--- src/cef_pkg.sv ---
// cef_pkg: register map, field positions and carriers for the charger
// event flag and mask block; assumes an 8-bit register port upstream.
package cef_pkg;
	localparam logic [7:0] FAULT_FLAGS_ADDR = 8'h11;
	localparam logic [7:0] MASK_A_ADDR = 8'h12;
	localparam logic [7:0] MASK_B_ADDR = 8'h13;
	localparam logic [7:0] FAULT_MASK_ADDR = 8'h14;
	localparam logic [7:0] FAULT_FLAGS_RST = 8'h00;
	localparam logic [7:0] MASK_A_RST = 8'h00;
	localparam logic [7:0] MASK_B_RST = 8'h00;
	localparam logic [7:0] FAULT_MASK_RST = 8'h00;
	// implemented bits; everything else reads zero
	localparam logic [7:0] FAULT_FLAGS_USED = 8'hD0;
	localparam logic [7:0] MASK_A_USED = 8'hF9;
	localparam logic [7:0] MASK_B_USED = 8'h96;
	localparam logic [7:0] FAULT_MASK_USED = 8'hD8;
	localparam int OVP_BIT = 7;
	localparam int TSHUT_BIT = 6;
	localparam int TMR_BIT = 4;
	localparam int SNS_BIT = 3;
	localparam int ADC_DONE_BIT = 7;
	localparam int IREG_BIT = 6;
	localparam int VREG_BIT = 5;
	localparam int DIE_TEMP_BIT = 4;
	localparam int WD_BIT = 3;
	localparam int CHRG_BIT = 0;
	localparam int PWR_GOOD_BIT = 7;
	localparam int SRC_BIT = 4;
	localparam int TS_BIT = 2;
	localparam int ICO_BIT = 1;
	localparam int NUM_EVENTS = 14;

	typedef struct packed {
		logic input_overvoltage;
		logic thermal_shutdown;
		logic safety_timer_expired;
		logic sense_short;
		logic input_current_regulation;
		logic input_voltage_regulation;
		logic die_temp_regulation;
		logic watchdog_expired_status;
		logic power_good;
		logic optimizer_done;
		logic conversion_done;
		logic one_shot_mode;
		logic [2:0] charge_state_code;
		logic [2:0] input_source_code;
		logic [2:0] thermistor_zone_code;
	} cef_status_t;

	typedef struct packed {
		logic wr;
		logic rd;
		logic [7:0] addr;
		logic [7:0] wdata;
	} cef_reg_req_t;
endpackage : cef_pkg

--- src/cef_top.sv ---
// cef_top: fault flags, event masks and the interrupt pulse of a charger
// assumes a synchronous 8-bit register port from an I2C slave on CLK_IN
// and status inputs from logic on the same clock.
// Behaviour
// - over-voltage entry sets fault flag bit 7
// - thermal shutdown entry sets fault flag bit 6
// - safety timer expiry rise sets bit 4
// - reserved bits always read zero
// - conversion-done event counts only in one-shot; mask a bit 7 gates it
// - mask a bit 6 gates input-current regulation
// - mask a bit 5 gates input-voltage regulation
// - mask a bit 4 gates die temperature regulation
// - mask a bit 3 gates watchdog expiry rise
// - mask a bit 0 gates charge state change
// - mask b bit 7 gates power good toggle
// - mask b bit 4 gates input source change
// - mask b bit 2 gates thermistor zone change
// - mask b bit 1 gates optimizer rise
// - fault mask bits 7,6,4,3 gate fault rises
`timescale 1ns/10ps
module cef_top import cef_pkg::*; (
	input wire logic CLK_IN,
	input wire logic RST_IN,
	input wire logic REG_RESET_IN,
	input wire logic WATCHDOG_EXPIRE_IN,
	input wire cef_reg_req_t REG_REQ_IN,
	input wire cef_status_t STATUS_IN,
	output logic [7:0] REG_RDATA_OUT,
	output logic REG_RVALID_OUT,
	output logic INT_PULSE_OUT,
	output logic [NUM_EVENTS-1:0] EVENT_OUT
);
	logic input_overvoltage_flag_ff;
	logic thermal_shutdown_flag_ff;
	logic safety_timer_flag_ff;
	logic [7:0] mask_a_ff;
	logic [7:0] mask_b_ff;
	logic [7:0] fault_mask_ff;
	logic [7:0] fault_flags;
	logic [7:0] nxt_rdata;
	logic ovp_rise;
	logic tshut_rise;
	logic tmr_rise;
	logic sns_rise;
	logic ireg_rise;
	logic vreg_rise;
	logic die_temp_rise;
	logic wd_rise;
	logic chrg_chg;
	logic src_chg;
	logic ts_chg;
	logic pwr_good_chg;
	logic [NUM_EVENTS-1:0] raw_ev;
	logic [NUM_EVENTS-1:0] ev_mask;
	logic [NUM_EVENTS-1:0] qual_ev;
	logic clr_all;
	logic fault_rd;
	logic mask_a_wr;
	logic mask_b_wr;
	logic fault_mask_wr;

	function automatic logic [7:0] keep_used(input logic [7:0] v,
		input logic [7:0] used);
		keep_used = v & used;
	endfunction : keep_used

	// one decoder for every strobe, so reads and writes share the map
	function automatic logic hit(input logic strobe,
		input logic [7:0] addr, input logic [7:0] target);
		hit = strobe & (addr == target);
	endfunction : hit

	// fault entries are rising edges of their levels
	cef_edge #(.W(1)) u_ovp (
		.clk_in(CLK_IN),
		.rst_in(RST_IN),
		.sig_in(STATUS_IN.input_overvoltage),
		.rise_out(ovp_rise),
		.change_out()
	);
	cef_edge #(.W(1)) u_tshut (
		.clk_in(CLK_IN),
		.rst_in(RST_IN),
		.sig_in(STATUS_IN.thermal_shutdown),
		.rise_out(tshut_rise),
		.change_out()
	);
	cef_edge #(.W(1)) u_tmr (
		.clk_in(CLK_IN),
		.rst_in(RST_IN),
		.sig_in(STATUS_IN.safety_timer_expired),
		.rise_out(tmr_rise),
		.change_out()
	);
	cef_edge #(.W(1)) u_sns (
		.clk_in(CLK_IN),
		.rst_in(RST_IN),
		.sig_in(STATUS_IN.sense_short),
		.rise_out(sns_rise),
		.change_out()
	);
	// regulation entries and watchdog expiry use the same detector
	cef_edge #(.W(1)) u_ireg (
		.clk_in(CLK_IN),
		.rst_in(RST_IN),
		.sig_in(STATUS_IN.input_current_regulation),
		.rise_out(ireg_rise),
		.change_out()
	);
	cef_edge #(.W(1)) u_vreg (
		.clk_in(CLK_IN),
		.rst_in(RST_IN),
		.sig_in(STATUS_IN.input_voltage_regulation),
		.rise_out(vreg_rise),
		.change_out()
	);
	cef_edge #(.W(1)) u_die_temp (
		.clk_in(CLK_IN),
		.rst_in(RST_IN),
		.sig_in(STATUS_IN.die_temp_regulation),
		.rise_out(die_temp_rise),
		.change_out()
	);
	cef_edge #(.W(1)) u_wd (
		.clk_in(CLK_IN),
		.rst_in(RST_IN),
		.sig_in(STATUS_IN.watchdog_expired_status),
		.rise_out(wd_rise),
		.change_out()
	);
	cef_edge #(.W(3)) u_chrg (
		.clk_in(CLK_IN),
		.rst_in(RST_IN),
		.sig_in(STATUS_IN.charge_state_code),
		.rise_out(),
		.change_out(chrg_chg)
	);
	cef_edge #(.W(3)) u_src (
		.clk_in(CLK_IN),
		.rst_in(RST_IN),
		.sig_in(STATUS_IN.input_source_code),
		.rise_out(),
		.change_out(src_chg)
	);
	cef_edge #(.W(3)) u_ts (
		.clk_in(CLK_IN),
		.rst_in(RST_IN),
		.sig_in(STATUS_IN.thermistor_zone_code),
		.rise_out(),
		.change_out(ts_chg)
	);
	cef_edge #(.W(1)) u_pwr_good (
		.clk_in(CLK_IN),
		.rst_in(RST_IN),
		.sig_in(STATUS_IN.power_good),
		.rise_out(),
		.change_out(pwr_good_chg)
	);

	logic ico_rise;
	cef_edge #(.W(1)) u_ico (
		.clk_in(CLK_IN),
		.rst_in(RST_IN),
		.sig_in(STATUS_IN.optimizer_done),
		.rise_out(ico_rise),
		.change_out()
	);

	logic adc_rise;
	cef_edge #(.W(1)) u_adc (
		.clk_in(CLK_IN),
		.rst_in(RST_IN),
		.sig_in(STATUS_IN.conversion_done),
		.rise_out(adc_rise),
		.change_out()
	);

	// watchdog expiry is deliberately not a clear term
	assign clr_all = RST_IN | REG_RESET_IN;
	assign fault_rd = hit(REG_REQ_IN.rd, REG_REQ_IN.addr,
		FAULT_FLAGS_ADDR);
	assign mask_a_wr = hit(REG_REQ_IN.wr, REG_REQ_IN.addr, MASK_A_ADDR);
	assign mask_b_wr = hit(REG_REQ_IN.wr, REG_REQ_IN.addr, MASK_B_ADDR);
	assign fault_mask_wr = hit(REG_REQ_IN.wr, REG_REQ_IN.addr,
		FAULT_MASK_ADDR);

	// event order: 13..10 faults, 9..0 charger events
	always_comb begin
		raw_ev[13] = ovp_rise;
		raw_ev[12] = tshut_rise;
		raw_ev[11] = tmr_rise;
		raw_ev[10] = sns_rise;
		raw_ev[9] = ireg_rise;
		raw_ev[8] = vreg_rise;
		raw_ev[7] = die_temp_rise;
		raw_ev[6] = wd_rise;
		raw_ev[5] = chrg_chg;
		raw_ev[4] = pwr_good_chg;
		raw_ev[3] = src_chg;
		raw_ev[2] = ts_chg;
		raw_ev[1] = ico_rise;
		// conversion done counts only in one-shot mode
		raw_ev[0] = adc_rise & STATUS_IN.one_shot_mode;
	end

	// each event owns one mask bit; a set bit silences it
	always_comb begin
		ev_mask[13] = fault_mask_ff[OVP_BIT];
		ev_mask[12] = fault_mask_ff[TSHUT_BIT];
		ev_mask[11] = fault_mask_ff[TMR_BIT];
		ev_mask[10] = fault_mask_ff[SNS_BIT];
		ev_mask[9] = mask_a_ff[IREG_BIT];
		ev_mask[8] = mask_a_ff[VREG_BIT];
		ev_mask[7] = mask_a_ff[DIE_TEMP_BIT];
		ev_mask[6] = mask_a_ff[WD_BIT];
		ev_mask[5] = mask_a_ff[CHRG_BIT];
		ev_mask[4] = mask_b_ff[PWR_GOOD_BIT];
		ev_mask[3] = mask_b_ff[SRC_BIT];
		ev_mask[2] = mask_b_ff[TS_BIT];
		ev_mask[1] = mask_b_ff[ICO_BIT];
		ev_mask[0] = mask_a_ff[ADC_DONE_BIT];
	end

	// each event gated by its own mask bit only
	assign qual_ev = raw_ev & ~ev_mask;

	// set beats the read clear, so a fault in the read cycle survives
	// register reset wins over both; watchdog never reaches the flags
	always_ff @(posedge CLK_IN) begin
		if (clr_all) begin
			input_overvoltage_flag_ff <= FAULT_FLAGS_RST[OVP_BIT];
		end else if (ovp_rise) begin
			input_overvoltage_flag_ff <= 1'b1;
		end else if (fault_rd) begin
			input_overvoltage_flag_ff <= 1'b0;
		end
	end

	always_ff @(posedge CLK_IN) begin
		if (clr_all) begin
			thermal_shutdown_flag_ff <= FAULT_FLAGS_RST[TSHUT_BIT];
		end else if (tshut_rise) begin
			thermal_shutdown_flag_ff <= 1'b1;
		end else if (fault_rd) begin
			thermal_shutdown_flag_ff <= 1'b0;
		end
	end

	always_ff @(posedge CLK_IN) begin
		if (clr_all) begin
			safety_timer_flag_ff <= FAULT_FLAGS_RST[TMR_BIT];
		end else if (tmr_rise) begin
			safety_timer_flag_ff <= 1'b1;
		end else if (fault_rd) begin
			safety_timer_flag_ff <= 1'b0;
		end
	end

	// reserved flag positions are never stored
	always_comb begin
		fault_flags = 8'h00;
		fault_flags[OVP_BIT] = input_overvoltage_flag_ff;
		fault_flags[TSHUT_BIT] = thermal_shutdown_flag_ff;
		fault_flags[TMR_BIT] = safety_timer_flag_ff;
		fault_flags = keep_used(fault_flags, FAULT_FLAGS_USED);
	end

	// masks keep only writable bits, so reserved bits read zero
	always_ff @(posedge CLK_IN) begin
		if (clr_all) begin
			mask_a_ff <= MASK_A_RST;
		end else if (mask_a_wr) begin
			mask_a_ff <= keep_used(REG_REQ_IN.wdata, MASK_A_USED);
		end
	end

	always_ff @(posedge CLK_IN) begin
		if (clr_all) begin
			mask_b_ff <= MASK_B_RST;
		end else if (mask_b_wr) begin
			mask_b_ff <= keep_used(REG_REQ_IN.wdata, MASK_B_USED);
		end
	end

	always_ff @(posedge CLK_IN) begin
		if (clr_all) begin
			fault_mask_ff <= FAULT_MASK_RST;
		end else if (fault_mask_wr) begin
			fault_mask_ff <= keep_used(REG_REQ_IN.wdata,
				FAULT_MASK_USED);
		end
	end

	// unmapped addresses read as zero
	always_comb begin
		case (REG_REQ_IN.addr)
			FAULT_FLAGS_ADDR: nxt_rdata = fault_flags;
			MASK_A_ADDR: nxt_rdata = mask_a_ff;
			MASK_B_ADDR: nxt_rdata = mask_b_ff;
			FAULT_MASK_ADDR: nxt_rdata = fault_mask_ff;
			default: nxt_rdata = 8'h00;
		endcase
	end

	// read data registered, answer one cycle after the request
	always_ff @(posedge CLK_IN) begin
		if (RST_IN) begin
			REG_RDATA_OUT <= 8'h00;
		end else if (REG_REQ_IN.rd) begin
			REG_RDATA_OUT <= nxt_rdata;
		end else begin
			REG_RDATA_OUT <= 8'h00;
		end
	end

	// valid stands for exactly the cycle that the data stands
	always_ff @(posedge CLK_IN) begin
		if (RST_IN) begin
			REG_RVALID_OUT <= 1'b0;
		end else begin
			REG_RVALID_OUT <= REG_REQ_IN.rd;
		end
	end

	// simultaneous events merge into one pulse; EVENT_OUT tells them apart
	always_ff @(posedge CLK_IN) begin
		if (clr_all) begin
			INT_PULSE_OUT <= 1'b0;
		end else begin
			INT_PULSE_OUT <= |qual_ev;
		end
	end

	// pulse and vector share one qualified set, so they always agree
	always_ff @(posedge CLK_IN) begin
		if (clr_all) begin
			EVENT_OUT <= '0;
		end else begin
			EVENT_OUT <= qual_ev;
		end
	end
endmodule : cef_top

--- src/cef_edge.sv ---
// cef_edge: registers a status vector and reports rises and changes
// assumes inputs are already synchronous to CLK_IN
`timescale 1ns/10ps
module cef_edge import cef_pkg::*; #(
	parameter int W = 1
) (
	input wire logic clk_in,
	input wire logic rst_in,
	input wire logic [W-1:0] sig_in,
	output logic [W-1:0] rise_out,
	output logic change_out
);
	logic [W-1:0] prev_ff;
	logic primed_ff;

	// first cycle after reset only captures, so no false event
	always_ff @(posedge clk_in) begin
		if (rst_in) begin
			prev_ff <= '0;
			primed_ff <= 1'b0;
		end else begin
			prev_ff <= sig_in;
			primed_ff <= 1'b1;
		end
	end

	assign rise_out = primed_ff ? (sig_in & ~prev_ff) : '0;
	assign change_out = primed_ff & (sig_in != prev_ff);
endmodule : cef_edge

--- config.mk ---
export PLATFORM = sky130hd
export DESIGN_NAME = cef_top
export DESIGN_NICKNAME = d
export VERILOG_FILES = /design/src/cef_pkg.sv /design/src/cef_top.sv /design/src/cef_edge.sv
export SDC_FILE = /design/constraint.sdc
export NUM_CORES = 1
export LEC_CHECK = 0
export BUFFER_PORTS_ARGS = -buffer_cell sky130_fd_sc_hd__buf_2
export CAP_MARGIN = 10
export CORE_ASPECT_RATIO = 1.75
export CORE_UTILIZATION = 54
export CTS_CLUSTER_SIZE = 24
export DETAILED_ROUTE_END_ITERATION = 8
export GPL_TIMING_DRIVEN = 1
export PLACE_DENSITY = 0.82
export RECOVER_POWER = 50
export SLEW_MARGIN = 40
export SYNTH_ARGS = -nofsm -noshare
export SYNTH_HDL_FRONTEND = slang
export SYNTH_SLANG_ARGS = --single-unit
export TNS_END_PERCENT = 100
--- constraint.sdc ---
create_clock -name CLK_IN -period 4.4 [get_ports CLK_IN]
set_input_delay 1.32 -clock CLK_IN [delete_from_list [all_inputs] [get_ports CLK_IN]]
set_output_delay 1.32 -clock CLK_IN [all_outputs]
set_load 0.02 [all_outputs]
## After elaboration in Yosys (flattened, before gate mapping)

Index checks and enable logic that the tools add are counted.

- Register bits: 62
- Output and inout bits: 24
- Logic and storage cells: 87

- Eq/ne operators: 8
- Mux-type cells: 16
- Bitwise logic cells: 33
- Reductions and logical operators: 5

Operators with widths:

| operator | number |
|---|---|
| $eq A8 B5 Y1 const B | 4 |
| $pmux W8 S4 | 1 |
| $and A1 B1 Y1 | 19 |
| $mux W1 | 15 |
| $and A14 B14 Y14 | 1 |
| $not A14 Y14 | 1 |
| $reduce_or A14 Y1 | 1 |
| $not A1 Y1 | 11 |
| $ne A3 B3 Y1 | 3 |
| $reduce_bool A2 Y1 | 3 |
| $reduce_or A2 Y1 | 1 |
| $ne A1 B1 Y1 | 1 |
| $or A1 B1 Y1 | 1 |

## Depth between registers and ports, before layout

- Depth after elaboration: 6
- Mapped depth: 5

## Modules after synthesis

From an unflattened synthesis, not the netlist that was laid out.

- Cell total of the unflattened synthesis: 301
- Area total of the unflattened synthesis: 3031.7 µm²

Modules (own cells, without submodules):

| module | times used | cells each | area each (µm²) |
|---|---|---|---|
| cef_top | 1 | 156 | 1530.2 |
| cef_edge (u_adc ...) | 11 | 8 | 86.3 |
| cef_edge (u_chrg ...) | 3 | 19 | 183.9 |

## Worst setup path before layout

OpenSTA, ideal clock, no wires.

- Path kind: input to register
- From: in REG_REQ_IN[15] (netlist name)
- To: reg mask_a_ff[0]
- Library setup time: 128 ps
- Data arrival time: 2721 ps
- Required time: 4272 ps
- Slack: 1551 ps
- Cell stages on the path: 5
- Path buffers: 1
- Cells stage by stage: or4b_4 buf_6 nor4_4 mux2i_1 nor2_1

- Word-level cells in the longest chain between the ends: 2

RTL lines:

| what | RTL line | source |
|---|---|---|
| start, declared | cef_top.sv:26 | `input wire cef_reg_req_t REG_REQ_IN,` |
| $eq A8 B5 Y1 | cef_top.sv:70 | `hit = strobe & (addr == target);` |
| $and A1 B1 Y1 | cef_top.sv:70 |  |
| end signal, assigned | cef_top.sv:273 | `mask_a_ff <= keep_used(REG_REQ_IN.wdata, MASK_A_USED);` |
| end, declared | cef_top.sv:36 | `logic [7:0] mask_a_ff;` |

No other way between the ends.
A chain may end at the register's enable or synchronous reset.

## Final worst setup path

- From: in REG_REQ_IN[15] (netlist name)
- To: reg mask_a_ff[6]

The elaborated chain is that of the path after synthesis.

==> qor.yml <==
worst_setup_path:
  critPathTopFamily: "simple AND/OR/NAND/NOR gates"
  crit_fanout: 6
  cp.depth: 5
  critPathMaxStageDelay_ps: 610
  crit_type: "primary input to register"
  end_kind: "register"
  critPathSlowestCell: "or4b_4"
  startpoint_type: "primary input"
  worstPathRequired_ps: 4600
  cp_cell_sequence: "buf_2 -> or4b_4 -> nor4_4 -> mux2i_1 -> nor2_1"
  worstPathArrival_ps: 2940
  r2r_cells: 4
  worst-path-buf-inv: 1
synth:
  synthesis.nets: 262
  synth.top_cell.area_share_pct: 53.7
  synth_top_family_by_area: "simple AND/OR/NAND/NOR gates"
  ys.flop_type: "dfxtp_1"
  synth_cells: 219
  post-synth-top-area-cell: "dfxtp_1"
  synth_fa_ha_area_share_pct: 0
  synth_simple_gate_area_share_pct: 28.1
  yosysWarningCount: 0
  synth_enable_flop_cells: 0
  synthXorXnorAreaFrac_pct: 4.17
  synth_compound_gate_area_share_pct: 4.60
  yosysUniqueCellTypes: 35
  synthTopCellsByArea: "dfxtp_1 54%, nor2b_1 6.2%, mux2i_1 6.1%, xnor2_1 4.2%, nor2_1 3.7%"
  synthTopCellsByCount: "62 x dfxtp_1, 23 x nor2_1, 23 x nor2b_1, 14 x mux2i_1, 11 x xnor2_1"
  synth_most_common_cell: "dfxtp_1"
  async_flop_share_pct: 0
  muxShareOfSynthArea_pct: 7.03
  ys_ff_latch: 62
  avgSynthCellArea_um2: 10.6
  ys_seq_area_share_pct: 53.7
  syn_area_mm2: 0.00231
timing:
  setup_viol: 0
  worst_clock_skew_ps: 5.57
  setup-tns-final_ps: 0
  max_freq_mhz: 364
  period_minus_slack_ps: 2750
  maxSlewHeadroom_pct: 31.6
  tightest_slew_ps: 1030
  hold_violations: 0
  maxSlewViolCount: 0
  rsz0062_at_grt: "no"
  period_share_pct: 62.4
floorplan:
  die_height_um: 88.6
  fp.dieArea_mm2: 0.00456
  die_x_um: 51.5
  io_pins: 67
  initial_core_util_pct: 56.2
  rows: 31
  coreArea_mm2: 0.00411
cts:
  cts_buffers: 9
  cts_buffer_depth: 2
  clock_sinks: 62
  insertion_delay_ps: 330
  post_cts_resized: 0
  cts_root_buf: "clkbuf_8"
  ctsHoldBuffers: 0
  cts_setup_buffers: 0
  tritoncts: "yes"
  path_clk_slew_ps: 60
  cts-htree-levels: 3
final_layout:
  diodes: 0
  syn2layout_area_growth_pct: 21.2
  nets: 331
  drive_gt1_share_pct: 23.1
global_route:
  antenna_found_initial: 0
  grt_pass1_wl_mm: 6.91
  overflow: 0
  first_global_vias: 1601
  track_usage_pct: 21.7
  grt_max_degree: 25
placement:
  gp_congestion: 0.809
  io_buffers: 65
  post-dp-hpwl_mm: 3.44
min_path:
  hold_depth: 1
  hold_class: "register to register"
run_status:
  status: "finished, final reports clean"
detailed_routing:
  drt-initial-drc-count: 40
  routed_wl_mm: 4.63
  ant_nets: 0
  routed_via_density: 5.28
  first_pass_iters: 4
  wl_per_cell_um: 13.6
  drc: 0
  num_vias: 1789
power_and_ir_drop:
  cellLeakagePower_nw: 1.09
  p_comb_share_pct: 8.1
  p_int_mw: 0.841
  p_sw_mw: 0.244
  p_total_mw: 1.08
  switching_share_pct: 22.5
  p_seq_share_pct: 53.8
  powerDensity_mw_per_mm2: 387
  p_clk_share_pct: 38.1
  peakVddDrop_mv: 0.276
run:
  drv_cap: 0
[worst paths after layout]
kind | start | end | slack (ps)
max | REG_REQ_IN[15] | mask_a_ff[6] | 1650
min | u_tshut.prev_ff | EVENT_OUT[12] | 440
max reg2reg | u_die_temp.primed_ff | INT_PULSE_OUT | 2660
min reg2reg | u_tshut.prev_ff | EVENT_OUT[12] | 440
[registers in the layout, summed over array words and instances, names as in the netlist, 3 cells and up]
| signal | count |
|---|---|
| fault_mask_ff | 4 |
| mask_a_ff | 6 |
| mask_b_ff | 4 |
| u_chrg.prev_ff | 3 |
| u_ts.prev_ff | 3 |
| EVENT_OUT | 14 |
| u_src.prev_ff | 3 |
| REG_RDATA_OUT | 8 |
[through the flow]
| step | area (µm²) | hold WS, ps | setup WS, ps | instances | util, % |
|---|---|---|---|---|---|
| 2_1_floorplan | 2310 | 423 | 1550 | 219 | - |
| 3_3_place_gp | 2670 | 438 | 1320 | 326 | 64.8 |
| 4_1_cts | 2830 | 448 | 1650 | 339 | 68.7 |
| 5_1_grt | 2800 | 465 | 1570 | 339 | 68.2 |
| 6_report | 2800 | 444 | 1650 | 339 | 68.2 |
| 3_5_place_dp | 2670 | 442 | 1300 | 326 | 64.8 |
[routing by layer]
layer	global-route usage, %	vias to the layer above	share of wire (%)
met2	39.1	59	54
met5	0	-	0
met3	5.33	11	4.6
met4	14.0	0	2.5
met1	21.3	831	39
li1	-	888	-
[final cells by class]
type / instances / area [µm²]
clock buffers: 11 / 151
multi-input cells: 144 / 1010
flip-flops and latches: 62 / 1240
well taps: 49 / 61.3
inverters: 6 / 22.5
fillers: 351 / 1310
repair buffers: 65 / 302
clock inverters: 2 / 10.0
[power groups by stage]
stage | combinational [mW] | clock [mW] | sequential [mW]
2_1_floorplan | 0.0460 | 0 | 0.600
3_3_place_gp | 0.0869 | 0 | 0.596
3_5_place_dp | 0.0887 | 0 | 0.596
4_1_cts | 0.0893 | 0.419 | 0.584
5_1_grt | 0.0954 | 0.443 | 0.585
6_report | 0.0874 | 0.413 | 0.584
[cell usage in the layout, fill, tap and decap left out, types with 6 or more instances in the layout]
cell,n
dfxtp_1,62
buf_2,46
nor2b_1,23
nor2_1,23
clkbuf_1,19
mux2i_1,14
xnor2_1,11
clkbuf_8,11
nand2_1,7
nor3_1,7
inv_1,6
nor4bb_1,6
and2_1,6
[logic make-up after synthesis]
group,Yosys count
DFF,62
muxes,16
AOI/OAI and AO/OA,15
and+or+nand+nor,102
buffers and inverters,13
xor gates and xnor gates,11
(Power assumes the default switching activity.)
